**src/shared/spv_params.svh**
```systemverilog
// constants of the serial program/verify port
//
// Overview of operation
// [RULE1] programmer holds clock and data low while master clear rises to high voltage
// [RULE2] entering the mode holds other device logic in reset, pins as hi-Z inputs
// [RULE3] device reset clears the address counter to zero
// [RULE4] increment-address command advances the address counter by one
// [RULE5] load-configuration command sets the address counter to 0x2000
// [RULE6] in configuration region, increment past 0x3FFF wraps to 0x2000
// [RULE7] top address bit stays set until master clear low and re-entry
// [RULE8] 0x2000-0x200F physical, 0x2000-0x2007 usable; above 0x200F reaches user memory
// [RULE9] four ID words live at 0x2000-0x2003, low four bits recommended
// [RULE10] commands are six bits, captured on falling clock edges, LSB first
// [RULE11] data frames are 16 cycles: start bit, payload LSB first, stop bit
// [RULE12] programmer waits at least 1 us between command and data or commands
// [RULE13] data driven on rising, sampled on falling edges; LSB in cycle two
// [RULE14] oscillator gets fewer than 72 clocks while master clear is mid-level
// [RULE15] after load-configuration a 14-bit word is accepted over the 16-cycle frame
// [RULE16] low-voltage enable bit set allows entry: master clear to supply, then select pin
// [RULE17] erased low-voltage enable bit reads 1, permitting low-voltage entry
// [RULE18] programmer clears low-voltage enable bit only during high-voltage entry
// [RULE19] programming loop: load, begin programming, read back, increment
// [RULE20] after entry, accesses target user program memory until configuration selected
// [RULE21] read frame drives data pin from second rising edge until 16th rising edge
// [RULE22] data memory loads keep only the first eight payload bits
// [RULE23] unrecognised command codes change nothing
`ifndef SPV_PARAMS_SVH
`define SPV_PARAMS_SVH

`define SPV_CMD_BITS 4'h6
`define SPV_FRAME_LAST 4'hf
`define SPV_PAYLOAD_LAST 4'he
`define SPV_PC_RESET 14'h0000
`define SPV_CFG_BASE 14'h2000
`define SPV_CFG_WORDS 16
`define SPV_CFG_LVP_WORD 4'h7
`define SPV_LVP_BIT 7
`define SPV_ERASED_WORD 14'h3fff
`define SPV_DM_WORDS 64
`define SPV_DM_ERASED 8'hff

`define SPV_OP_LOAD_CFG 6'b??0000
`define SPV_OP_LOAD_PM 6'b??0010
`define SPV_OP_READ_PM 6'b??0100
`define SPV_OP_INC 6'b??0110
`define SPV_OP_ERASE_PROG 6'b001000
`define SPV_OP_PROG 6'b011000
`define SPV_OP_LOAD_DM 6'b??0011
`define SPV_OP_READ_DM 6'b??0101
`define SPV_OP_BULK_PM 6'b??1001
`define SPV_OP_BULK_DM 6'b??1011

`endif

```
**src/shared/spv_pkg.sv**
```systemverilog
// types and command decode of the serial program/verify port
`include "spv_params.svh"
package spv_pkg;
  typedef enum logic [1:0] {
    ST_OFF = 2'h0,
    ST_CMD = 2'h1,
    ST_DATA = 2'h3
  } spv_state_t;

  typedef enum logic [3:0] {
    CMD_NONE, CMD_LOAD_CFG, CMD_LOAD_PM, CMD_READ_PM, CMD_INC, CMD_ERASE_PROG,
    CMD_PROG, CMD_LOAD_DM, CMD_READ_DM, CMD_BULK_PM, CMD_BULK_DM
  } spv_cmd_t;

  function automatic spv_cmd_t spv_decode(input logic [5:0] code);
    casez (code)
      `SPV_OP_LOAD_CFG: return CMD_LOAD_CFG;
      `SPV_OP_LOAD_PM: return CMD_LOAD_PM;
      `SPV_OP_READ_PM: return CMD_READ_PM;
      `SPV_OP_INC: return CMD_INC;
      `SPV_OP_ERASE_PROG: return CMD_ERASE_PROG;
      `SPV_OP_PROG: return CMD_PROG;
      `SPV_OP_LOAD_DM: return CMD_LOAD_DM;
      `SPV_OP_READ_DM: return CMD_READ_DM;
      `SPV_OP_BULK_PM: return CMD_BULK_PM;
      `SPV_OP_BULK_DM: return CMD_BULK_DM;
      default: return CMD_NONE;
    endcase
  endfunction
endpackage

```
**src/shared/spv_link_if.sv**
```systemverilog
// synchronised pin levels and link clock edges
`timescale 1ns/100ps
`default_nettype none
interface spv_link_if;
  logic clk_rise;
  logic clk_fall;
  logic clk_lvl;
  logic data_lvl;
  logic master_clear_pin_hv;
  logic master_clear_pin_vdd;
  logic lv_sel;
  logic alt_entry;
  modport src (output clk_rise, clk_fall, clk_lvl, data_lvl, master_clear_pin_hv, master_clear_pin_vdd, lv_sel, alt_entry);
  modport dst (input clk_rise, clk_fall, clk_lvl, data_lvl, master_clear_pin_hv, master_clear_pin_vdd, lv_sel, alt_entry);
endinterface
`default_nettype wire

```
**src/verilog/spv_pin_sync.sv**
```systemverilog
// two-flop synchronisers for all pins and edge finder for the link clock
`timescale 1ns/100ps
`default_nettype none
module spv_pin_sync
  import spv_pkg::*;
(
  // clock and reset
  input wire logic clk,
  input wire logic reset_n,
  // raw pins: {alt, select, vdd, hv, data, clock}
  input wire logic [5:0] pins_raw,
  // synchronised view
  spv_link_if.src link
);
  logic [5:0] meta_q;
  logic [5:0] sync_q;
  logic [5:0] meta_d;
  logic [5:0] sync_d;
  logic clk_prev_q;
  logic clk_prev_d;

  genvar i;
  generate
    for (i = 0; i < 6; i++) begin : g_sync
      always_comb begin
        meta_d[i] = pins_raw[i];
        sync_d[i] = meta_q[i];
      end
      always_ff @(posedge clk or negedge reset_n) begin
        if (!reset_n) begin
          meta_q[i] <= 1'b0;
          sync_q[i] <= 1'b0;
        end else begin
          meta_q[i] <= meta_d[i];
          sync_q[i] <= sync_d[i];
        end
      end
    end
  endgenerate

  // edge finder looks only at the second stage
  always_comb begin
    clk_prev_d = sync_q[0];
  end

  always_ff @(posedge clk or negedge reset_n) begin
    if (!reset_n) begin
      clk_prev_q <= 1'b0;
    end else begin
      clk_prev_q <= clk_prev_d;
    end
  end

  assign link.clk_lvl = sync_q[0];
  assign link.data_lvl = sync_q[1];
  assign link.master_clear_pin_hv = sync_q[2];
  assign link.master_clear_pin_vdd = sync_q[3];
  assign link.lv_sel = sync_q[4];
  assign link.alt_entry = sync_q[5];
  assign link.clk_rise = sync_q[0] & ~clk_prev_q;
  assign link.clk_fall = ~sync_q[0] & clk_prev_q;
endmodule
`default_nettype wire

```
**src/verilog/spv_port.sv**
```systemverilog
// serial program/verify port: entry, command/data framing, address counter, config and data store
`timescale 1ns/100ps
`default_nettype none
`include "spv_params.svh"
module spv_port
  import spv_pkg::*;
(
  // clock and reset
  input wire logic clk,
  input wire logic reset_n,
  // entry pins
  input wire logic master_clear_hv,
  input wire logic master_clear_vdd,
  input wire logic low_voltage_select_pin,
  input wire logic alt_entry_pin,
  // serial link
  input wire logic prog_clock_pin,
  input wire logic prog_data_pin_in,
  output logic prog_data_pin_out,
  output logic prog_data_pin_oe_n,
  // device status
  output logic prog_mode_active,
  output logic core_reset_hold,
  output logic low_voltage_select_reserved,
  output logic [13:0] address_counter,
  // user program memory
  output logic [12:0] pm_addr,
  output logic [13:0] pm_wdata,
  output logic pm_write,
  output logic pm_bulk_erase,
  input wire logic [13:0] pm_rdata
);
  spv_link_if link ();

  spv_pin_sync u_sync (
    .clk(clk),
    .reset_n(reset_n),
    .pins_raw({alt_entry_pin, low_voltage_select_pin, master_clear_vdd, master_clear_hv,
               prog_data_pin_in, prog_clock_pin}),
    .link(link)
  );

  ////////////////////////////////////////////////////////////////////////////
  // state

  spv_state_t st_q, st_d;
  logic [3:0] cnt_q, cnt_d;
  logic [5:0] cmd_q, cmd_d;
  logic [13:0] pc_q, pc_d;
  logic [13:0] ld_q, ld_d;
  logic [13:0] rd_q, rd_d;
  logic ld_ok_q, ld_ok_d;
  logic ld_dm_q, ld_dm_d;
  logic is_read_q, is_read_d;
  logic bulk_pm_q, bulk_pm_d;
  logic bulk_dm_q, bulk_dm_d;
  logic hv_prev_q, hv_prev_d;
  logic lv_prev_q, lv_prev_d;
  logic alt_prev_q, alt_prev_d;
  logic dout_q, dout_d;
  logic oe_n_q, oe_n_d;
  logic [13:0] wdata_q, wdata_d;
  logic write_q, write_d;
  logic bulk_q, bulk_d;
  logic [13:0] cfg_q [`SPV_CFG_WORDS];
  logic [13:0] cfg_d [`SPV_CFG_WORDS];
  logic [7:0] dm_q [`SPV_DM_WORDS];
  logic [7:0] dm_d [`SPV_DM_WORDS];

  ////////////////////////////////////////////////////////////////////////////
  // decode helpers

  logic lvp_en;
  logic in_cfg_phys;
  logic entry_hv;
  logic entry_lv;
  logic leave;
  logic [3:0] bit_idx;
  spv_cmd_t cmd_kind;

  assign lvp_en = cfg_q[`SPV_CFG_LVP_WORD][`SPV_LVP_BIT]; // [RULE16]
  // only the first sixteen config words exist; higher ones alias user memory
  assign in_cfg_phys = pc_q[13] && (pc_q[12:4] == 9'h000); // [RULE8]
  assign entry_hv = link.master_clear_pin_hv && !hv_prev_q && !link.clk_lvl && !link.data_lvl;
  assign entry_lv = link.master_clear_pin_vdd && ((lvp_en && link.lv_sel && !lv_prev_q) // [RULE16]
                    || (link.alt_entry && !alt_prev_q));
  assign leave = !link.master_clear_pin_vdd && !link.master_clear_pin_hv;
  assign bit_idx = cnt_q - 4'h1;
  assign cmd_kind = spv_decode({link.data_lvl, cmd_q[4:0]});

  ////////////////////////////////////////////////////////////////////////////
  // next state

  always_comb begin
    st_d = st_q;
    cnt_d = cnt_q;
    cmd_d = cmd_q;
    pc_d = pc_q;
    ld_d = ld_q;
    rd_d = rd_q;
    ld_ok_d = ld_ok_q;
    ld_dm_d = ld_dm_q;
    is_read_d = is_read_q;
    bulk_pm_d = bulk_pm_q;
    bulk_dm_d = bulk_dm_q;
    hv_prev_d = link.master_clear_pin_hv;
    lv_prev_d = link.lv_sel;
    alt_prev_d = link.alt_entry;
    dout_d = dout_q;
    oe_n_d = oe_n_q;
    wdata_d = wdata_q;
    write_d = 1'b0;
    bulk_d = 1'b0;
    cfg_d = cfg_q;
    dm_d = dm_q;
    if (st_q == ST_OFF) begin
      oe_n_d = 1'b1;
      if (entry_hv || entry_lv) begin
        st_d = ST_CMD;
        cnt_d = 4'h0;
        cmd_d = 6'h00;
        pc_d = `SPV_PC_RESET; // [RULE3] [RULE20]
        ld_ok_d = 1'b0;
        bulk_pm_d = 1'b0;
        bulk_dm_d = 1'b0;
      end
    end else if (leave) begin
      // only a master clear drop leaves the config region
      st_d = ST_OFF; // [RULE7]
      oe_n_d = 1'b1;
      pc_d = `SPV_PC_RESET; // [RULE3]
    end else begin
      unique case (st_q)
        ST_CMD: begin
          if (link.clk_fall) begin
            cmd_d[cnt_q[2:0]] = link.data_lvl; // [RULE10]
            cnt_d = cnt_q + 4'h1;
            if (cnt_q == `SPV_CMD_BITS - 4'h1) begin
              cnt_d = 4'h0;
              is_read_d = 1'b0;
              unique case (cmd_kind)
                CMD_LOAD_CFG: begin
                  pc_d = `SPV_CFG_BASE; // [RULE5] [RULE15]
                  ld_dm_d = 1'b0;
                  st_d = ST_DATA;
                end
                CMD_LOAD_PM: begin
                  ld_dm_d = 1'b0;
                  st_d = ST_DATA;
                end
                CMD_LOAD_DM: begin
                  ld_dm_d = 1'b1;
                  st_d = ST_DATA;
                end
                CMD_READ_PM: begin
                  rd_d = in_cfg_phys ? cfg_q[pc_q[3:0]] : pm_rdata;
                  is_read_d = 1'b1;
                  st_d = ST_DATA;
                end
                CMD_READ_DM: begin
                  rd_d = {6'h00, dm_q[pc_q[5:0]]};
                  is_read_d = 1'b1;
                  st_d = ST_DATA;
                end
                CMD_INC: begin
                  // sticky top bit turns the low-bit carry into the config wrap
                  pc_d = {pc_q[13], pc_q[12:0] + 13'h0001}; // [RULE4] [RULE6] [RULE7]
                end
                CMD_ERASE_PROG, CMD_PROG: begin
                  if (ld_ok_q) begin
                    if (ld_dm_q) begin
                      dm_d[pc_q[5:0]] = ld_q[7:0]; // [RULE22]
                    end else if (in_cfg_phys) begin
                      cfg_d[pc_q[3:0]] = ld_q; // [RULE8] [RULE9]
                    end else begin
                      wdata_d = ld_q;
                      write_d = !bulk_pm_q;
                    end
                  end
                  if (bulk_pm_q) begin
                    bulk_d = 1'b1;
                    if (in_cfg_phys) begin
                      // the configuration word itself survives a bulk erase
                      for (int k = 0; k < `SPV_CFG_WORDS; k++) begin
                        if (k != int'(`SPV_CFG_LVP_WORD)) begin
                          cfg_d[k] = `SPV_ERASED_WORD;
                        end
                      end
                    end
                  end
                  if (bulk_dm_q) begin
                    for (int k = 0; k < `SPV_DM_WORDS; k++) begin
                      dm_d[k] = `SPV_DM_ERASED;
                    end
                  end
                  bulk_pm_d = 1'b0;
                  bulk_dm_d = 1'b0;
                  ld_ok_d = 1'b0;
                end
                CMD_BULK_PM: bulk_pm_d = 1'b1;
                CMD_BULK_DM: bulk_dm_d = 1'b1;
                CMD_NONE: begin
                end // [RULE23]
              endcase
            end
          end
        end
        ST_DATA: begin
          if (link.clk_rise && is_read_q) begin
            if (cnt_q == `SPV_FRAME_LAST) begin
              oe_n_d = 1'b1; // [RULE21]
            end else if (cnt_q != 4'h0) begin
              oe_n_d = 1'b0; // [RULE21]
              dout_d = (cnt_q <= `SPV_PAYLOAD_LAST) ? rd_q[bit_idx] : 1'b0; // [RULE13]
            end
          end
          if (link.clk_fall) begin
            cnt_d = cnt_q + 4'h1; // [RULE11]
            if (!is_read_q && cnt_q != 4'h0 && cnt_q <= `SPV_PAYLOAD_LAST) begin
              ld_d[bit_idx] = link.data_lvl; // [RULE13] [RULE15]
            end
            if (cnt_q == `SPV_FRAME_LAST) begin
              // frame only completes after all sixteen cycles, data memory too
              st_d = ST_CMD; // [RULE22]
              cnt_d = 4'h0;
              oe_n_d = 1'b1;
              ld_ok_d = ld_ok_q | !is_read_q;
            end
          end
        end
        default: st_d = ST_OFF;
      endcase
    end
  end

  ////////////////////////////////////////////////////////////////////////////
  // registers

  always_ff @(posedge clk or negedge reset_n) begin
    if (!reset_n) begin
      st_q <= ST_OFF;
      cnt_q <= 4'h0;
      cmd_q <= 6'h00;
      pc_q <= `SPV_PC_RESET;
      ld_q <= 14'h0000;
      rd_q <= 14'h0000;
      ld_ok_q <= 1'b0;
      ld_dm_q <= 1'b0;
      is_read_q <= 1'b0;
      bulk_pm_q <= 1'b0;
      bulk_dm_q <= 1'b0;
      hv_prev_q <= 1'b0;
      lv_prev_q <= 1'b0;
      alt_prev_q <= 1'b0;
      dout_q <= 1'b0;
      oe_n_q <= 1'b1;
      wdata_q <= 14'h0000;
      write_q <= 1'b0;
      bulk_q <= 1'b0;
      for (int k = 0; k < `SPV_CFG_WORDS; k++) begin
        cfg_q[k] <= `SPV_ERASED_WORD; // [RULE17]
      end
      for (int k = 0; k < `SPV_DM_WORDS; k++) begin
        dm_q[k] <= `SPV_DM_ERASED;
      end
    end else begin
      st_q <= st_d;
      cnt_q <= cnt_d;
      cmd_q <= cmd_d;
      pc_q <= pc_d;
      ld_q <= ld_d;
      rd_q <= rd_d;
      ld_ok_q <= ld_ok_d;
      ld_dm_q <= ld_dm_d;
      is_read_q <= is_read_d;
      bulk_pm_q <= bulk_pm_d;
      bulk_dm_q <= bulk_dm_d;
      hv_prev_q <= hv_prev_d;
      lv_prev_q <= lv_prev_d;
      alt_prev_q <= alt_prev_d;
      dout_q <= dout_d;
      oe_n_q <= oe_n_d;
      wdata_q <= wdata_d;
      write_q <= write_d;
      bulk_q <= bulk_d;
      cfg_q <= cfg_d;
      dm_q <= dm_d;
    end
  end

  ////////////////////////////////////////////////////////////////////////////
  // outputs

  assign prog_mode_active = (st_q != ST_OFF);
  assign core_reset_hold = (st_q != ST_OFF); // [RULE2]
  assign low_voltage_select_reserved = lvp_en; // [RULE16]
  assign address_counter = pc_q;
  assign pm_addr = pc_q[12:0];
  assign pm_wdata = wdata_q;
  assign pm_write = write_q;
  assign pm_bulk_erase = bulk_q;
  assign prog_data_pin_out = dout_q;
  assign prog_data_pin_oe_n = oe_n_q;
endmodule
`default_nettype wire
```
**config.mk**
```make
export PLATFORM = sky130hd
export DESIGN_NAME = spv_port
export DESIGN_NICKNAME = d
export VERILOG_FILES = /design/src/shared/spv_pkg.sv /design/src/shared/spv_link_if.sv /design/src/verilog/spv_pin_sync.sv /design/src/verilog/spv_port.sv
export VERILOG_INCLUDE_DIRS = /design/src /design/src/shared
export SDC_FILE = /design/constraint.sdc
export NUM_CORES = 2
export LEC_CHECK = 0
export BUFFER_PORTS_ARGS = -buffer_cell sky130_fd_sc_hd__buf_2
export CORE_MARGIN = 5
export CORE_UTILIZATION = 45
export DETAILED_ROUTE_END_ITERATION = 10
export PLACE_DENSITY = 0.59
export SLEW_MARGIN = 40
export SYNTH_ARGS = -nofsm -noshare
export SYNTH_HDL_FRONTEND = slang
export SYNTH_SLANG_ARGS = --single-unit
```
**constraint.sdc**
```tcl
create_clock -name clk -period 3.1 [get_ports clk]
set_input_delay 0.31 -clock clk [delete_from_list [all_inputs] [get_ports clk]]
set_output_delay 0.31 -clock clk [all_outputs]
set_load 0.01 [all_outputs]
```
==> impl_metrics.csv <==
group,metric,value,unit
grt,grt_overflow_total,0,
setup_path,path_class,"flip-flop to flip-flop",
job,maxCapViolations,0,
route,drt-wirelength-per-cell,30.6,µm
route,drtIter0Drc,3999,
setup_path,end_kind,"flip-flop",
timing,fin_skew,0.0262,ns
route,viasPerCell,6.77,
cells_and_area,drive_gt1_share,37.5,%
clocking,insertion_delay,0.69,ns
cells_and_area,synthToLayoutAreaGrowth,15.8,%
clocking,cts_buffer_depth,3,
logic_synthesis,synth_edf_count,0,
logic_synthesis,synth.avg_cell_area,11.2,µm²
clocking,cts_buffers,94,
min_path,min_path_cells,4,
min_path,hp-class,"primary input to flip-flop",
logic_synthesis,synth.lib_cells_used.distinct,80,
setup_path,crit_cells,8,
setup_path,cp_data_required_time,3.65,ns
grt,grt_pass1_wl,244000,µm
setup_path,critPathLaunchType,"flip-flop",
timing,drv_slew,0,
logic_synthesis,ys_ff_latch,827,
clocking,h-tree-depth,3,
setup_path,critPathMaxFanout,14,
cells_and_area,final_cells,5390,
cells_and_area,fillerInstances,8463,
setup_path,reg2reg_slack,0.06,ns
floorplan,dieArea,104000,µm²
floorplan,start_util,45.3,%
logic_synthesis,synth_area,43700,µm²
setup_path,rr_worst_depth,8,
logic_synthesis,ys.flop_type,"dfstp_2",
timing,max_freq,329,MHz
timing,rsz0062_at_grt,"no",
run_status,status,"finished clean",
route,dr.pass1.iters,6,
timing,tightest_slew,0.840,ns
grt,track_usage,30.9,%
grt,antenna_found_initial,4,
route,num_vias,36500,
floorplan,die_y,322,µm
timing,slew_headroom,44.0,%
cells_and_area,design_area,50700,µm²
logic_synthesis,synth-async-reset-ratio,100,%
setup_path,crit_top_cell,"buf_4",
floorplan,placementRows,114,
timing,setup_viol,0,
grt,grt_max_degree,176,
clocking,clock_sinks,827,
floorplan,die_w,322,µm
placement,place_inst,5202,
clocking,clk_pin_slew,0.06,ns
power,ir_drop,0.412,mV
clocking,cts_tree,"built",
setup_path,path_cells,"buf_4, nor2b_4, buf_4, a221oi_1, o22a_1, o32ai_1, a2111oi_1, a21oi_1",
placement,gp_congestion,0.942,
setup_path,cpLargestDelayFamily,"compound AO/OA/AOI/OAI gates",
setup_path,slowest_stage,"a2111oi_1",
timing,post-route-period-util,98.1,%
setup_path,r2r_start,"address_counter[0]",
floorplan,core,96600,µm²
min_path,hp-start,"pm_rdata[10]",
timing,final_hold_viol_count,0,
timing,period_needed,3.04,ns
logic_synthesis,yosys_warnings,0,
placement,dpl.hpwl,106000,µm
logic_synthesis,seq_area_frac_synth,49.4,%
logic_synthesis,syn_inst,3912,
setup_path,cp.arrival,3.59,ns
setup_path,cpPeakStageDelay,0.62,ns
placement,port_buffers,69,
min_path,hold_path_end,"rd_q[10]",
placement,post_dp_cell_area,47300,µm²
route,ant_nets,0,
setup_path,regToRegEndpoint,"rd_q[2]",
cells_and_area,nNetsFinal,4075,
floorplan,io_pins,70,
setup_path,path_buf_inv,2,
cells_and_area,postLayoutCoreUtil,52.5,%
clocking,post_cts_buffers,0,
logic_synthesis,syn_nets,3950,
grt,grt_pass1_vias,35500,
power,powerDensity,514,nW/µm²
power,power_leakage,0.0244,µW
route,route.detailed.drc,0,
clocking,cts_root_buffer,"clkbuf_16",
route,wirelength,165000,µm
## registers in the layout, summed over array words and instances (netlist names), 2 cells and up
signal	flops
cmd_q	4
dm_q	512
u_sync.meta_q	6
rd_q	14
cfg_q	223
ld_q	14
pm_wdata	14
cnt_q	4
address_counter	14
st_q	2
## routing by layer
| layer | routed length, µm | GRT usage (%) | vias to the layer above |
|---|---|---|---|
| li1 | - | - | 15700 |
| met2 | 70700 | 45.2 | 1815 |
| met4 | 7260 | 11.6 | 2 |
| met1 | 71600 | 45.3 | 18600 |
| met5 | 13 | 0 | - |
| met3 | 15200 | 6.38 | 400 |
## tightest hold or removal path: cells and delay by family
kind            cells  cell delay, ns
compound gates      2            0.21
simple gates        1            0.10
buf+inv             1            0.11
## cell families (layout without fill, tap and decap cells)
| logic type | after synthesis | in the layout | synth area share [%] |
|---|---|---|---|
| DFF | 827 | 827 | 49.4 |
| other | 0 | 2 | 0 |
| xor gates and xnor gates | 14 | 14 | 0.280 |
| adders and majority gates | 16 | 16 | 0.458 |
| buffers and inverters | 430 | 630 | 4.22 |
| muxes | 255 | 255 | 7.12 |
| AOI/OAI and AO/OA | 1658 | 1658 | 31.2 |
| and+or+nand+nor | 712 | 712 | 7.33 |
## stage by stage
| step | total power, µW | hold slack (ns) | setup TNS [ns] | worst slack (ns) |
|---|---|---|---|---|
| after global routing | 26900 | 0.121 | 0 | 0.00636 |
| final | 26100 | 0.0698 | 0 | 0.0574 |
| after floorplan | 13100 | 0.0144 | 0 | 0.386 |
| after detailed placement | 14700 | 0.336 | -0.164 | -0.156 |
| after global placement | 14600 | 0.336 | -0.107 | -0.107 |
| after CTS | 26100 | 0.0353 | 0 | 0.0874 |
## worst max path at each step
stage                endpoint               start  slack (ns)
detailed placement    rd_q[2]             st_q[1]       -0.16
CTS                   rd_q[6]             st_q[1]        0.09
global placement      rd_q[2]             st_q[1]       -0.11
global route        dm_q[154]             st_q[1]       0.006
finish                rd_q[2]  address_counter[0]        0.06
floorplan             rd_q[6]             st_q[0]        0.39
## layout make-up
| class | instances | area, µm² | share of cell area (%) |
|---|---|---|---|
| flip-flops and latches | 827 | 21700 | 42.8 |
| multi-input cells | 2655 | 20400 | 40.2 |
| repair buffers | 436 | 3780 | 7.47 |
| clock buffers | 145 | 2850 | 5.62 |
| well taps | 1276 | 1600 | 3.15 |
| clock inverters | 26 | 292 | 0.576 |
| inverters | 23 | 86.3 | 0.170 |
| diodes | 2 | 5.00 | 0.00988 |
## synthesized netlist by cell type, types with 31 or more instances
| library cell | number | area share [%] |
|---|---|---|
| a221oi_1 | 65 | 1.3 |
| o22ai_1 | 56 | 0.80 |
| dfstp_2 | 737 | 44 |
| nand3_1 | 41 | 0.47 |
| nor2_1 | 128 | 1.1 |
| a21oi_1 | 55 | 0.63 |
| mux4_2 | 36 | 1.9 |
| a22oi_1 | 31 | 0.53 |
| nand2_2 | 50 | 0.72 |
| mux2i_1 | 131 | 3.0 |
| nand2_1 | 381 | 3.3 |
| buf_2 | 108 | 1.2 |
| mux2_2 | 88 | 2.3 |
| dfrtp_1 | 90 | 5.1 |
| clkbuf_1 | 262 | 2.2 |
| o21ai_0 | 51 | 0.58 |
| o211ai_1 | 215 | 3.7 |
| o22a_1 | 1033 | 21 |
## report_power, final
part	leakage [µW]	switching [µW]	internal, µW
Combinational	0.0141	2120	1010
Sequential	0.00872	491	11000
Clock	0.00156	4780	6660
Total	0.0244	7390	18700
## what timing repair did
item                                    4_1_cts  5_1_grt
hold buffers                                 14        0
hold endpoints to repair                     89        0
resized for setup                             2       10
endpoints found under the setup margin        8       29
## cell usage in the layout (no fill, tap or decap), types with 20 or more instances in the layout
cell	count
a21oi_1	55
o22a_1	1033
clkbuf_16	97
buf_4	302
nor2_1	126
o22ai_1	55
mux2i_1	131
clkbuf_8	24
o21ai_0	51
o211ai_1	215
dfstp_2	737
o221ai_1	20
dfrtp_1	77
a221oi_1	64
nand3_1	41
buf_12	49
a22oi_1	31
buf_2	68
nand2_1	370
mux2_2	88
clkbuf_1	24
nand2_2	60
mux4_2	36
(Power assumes the default switching activity.)
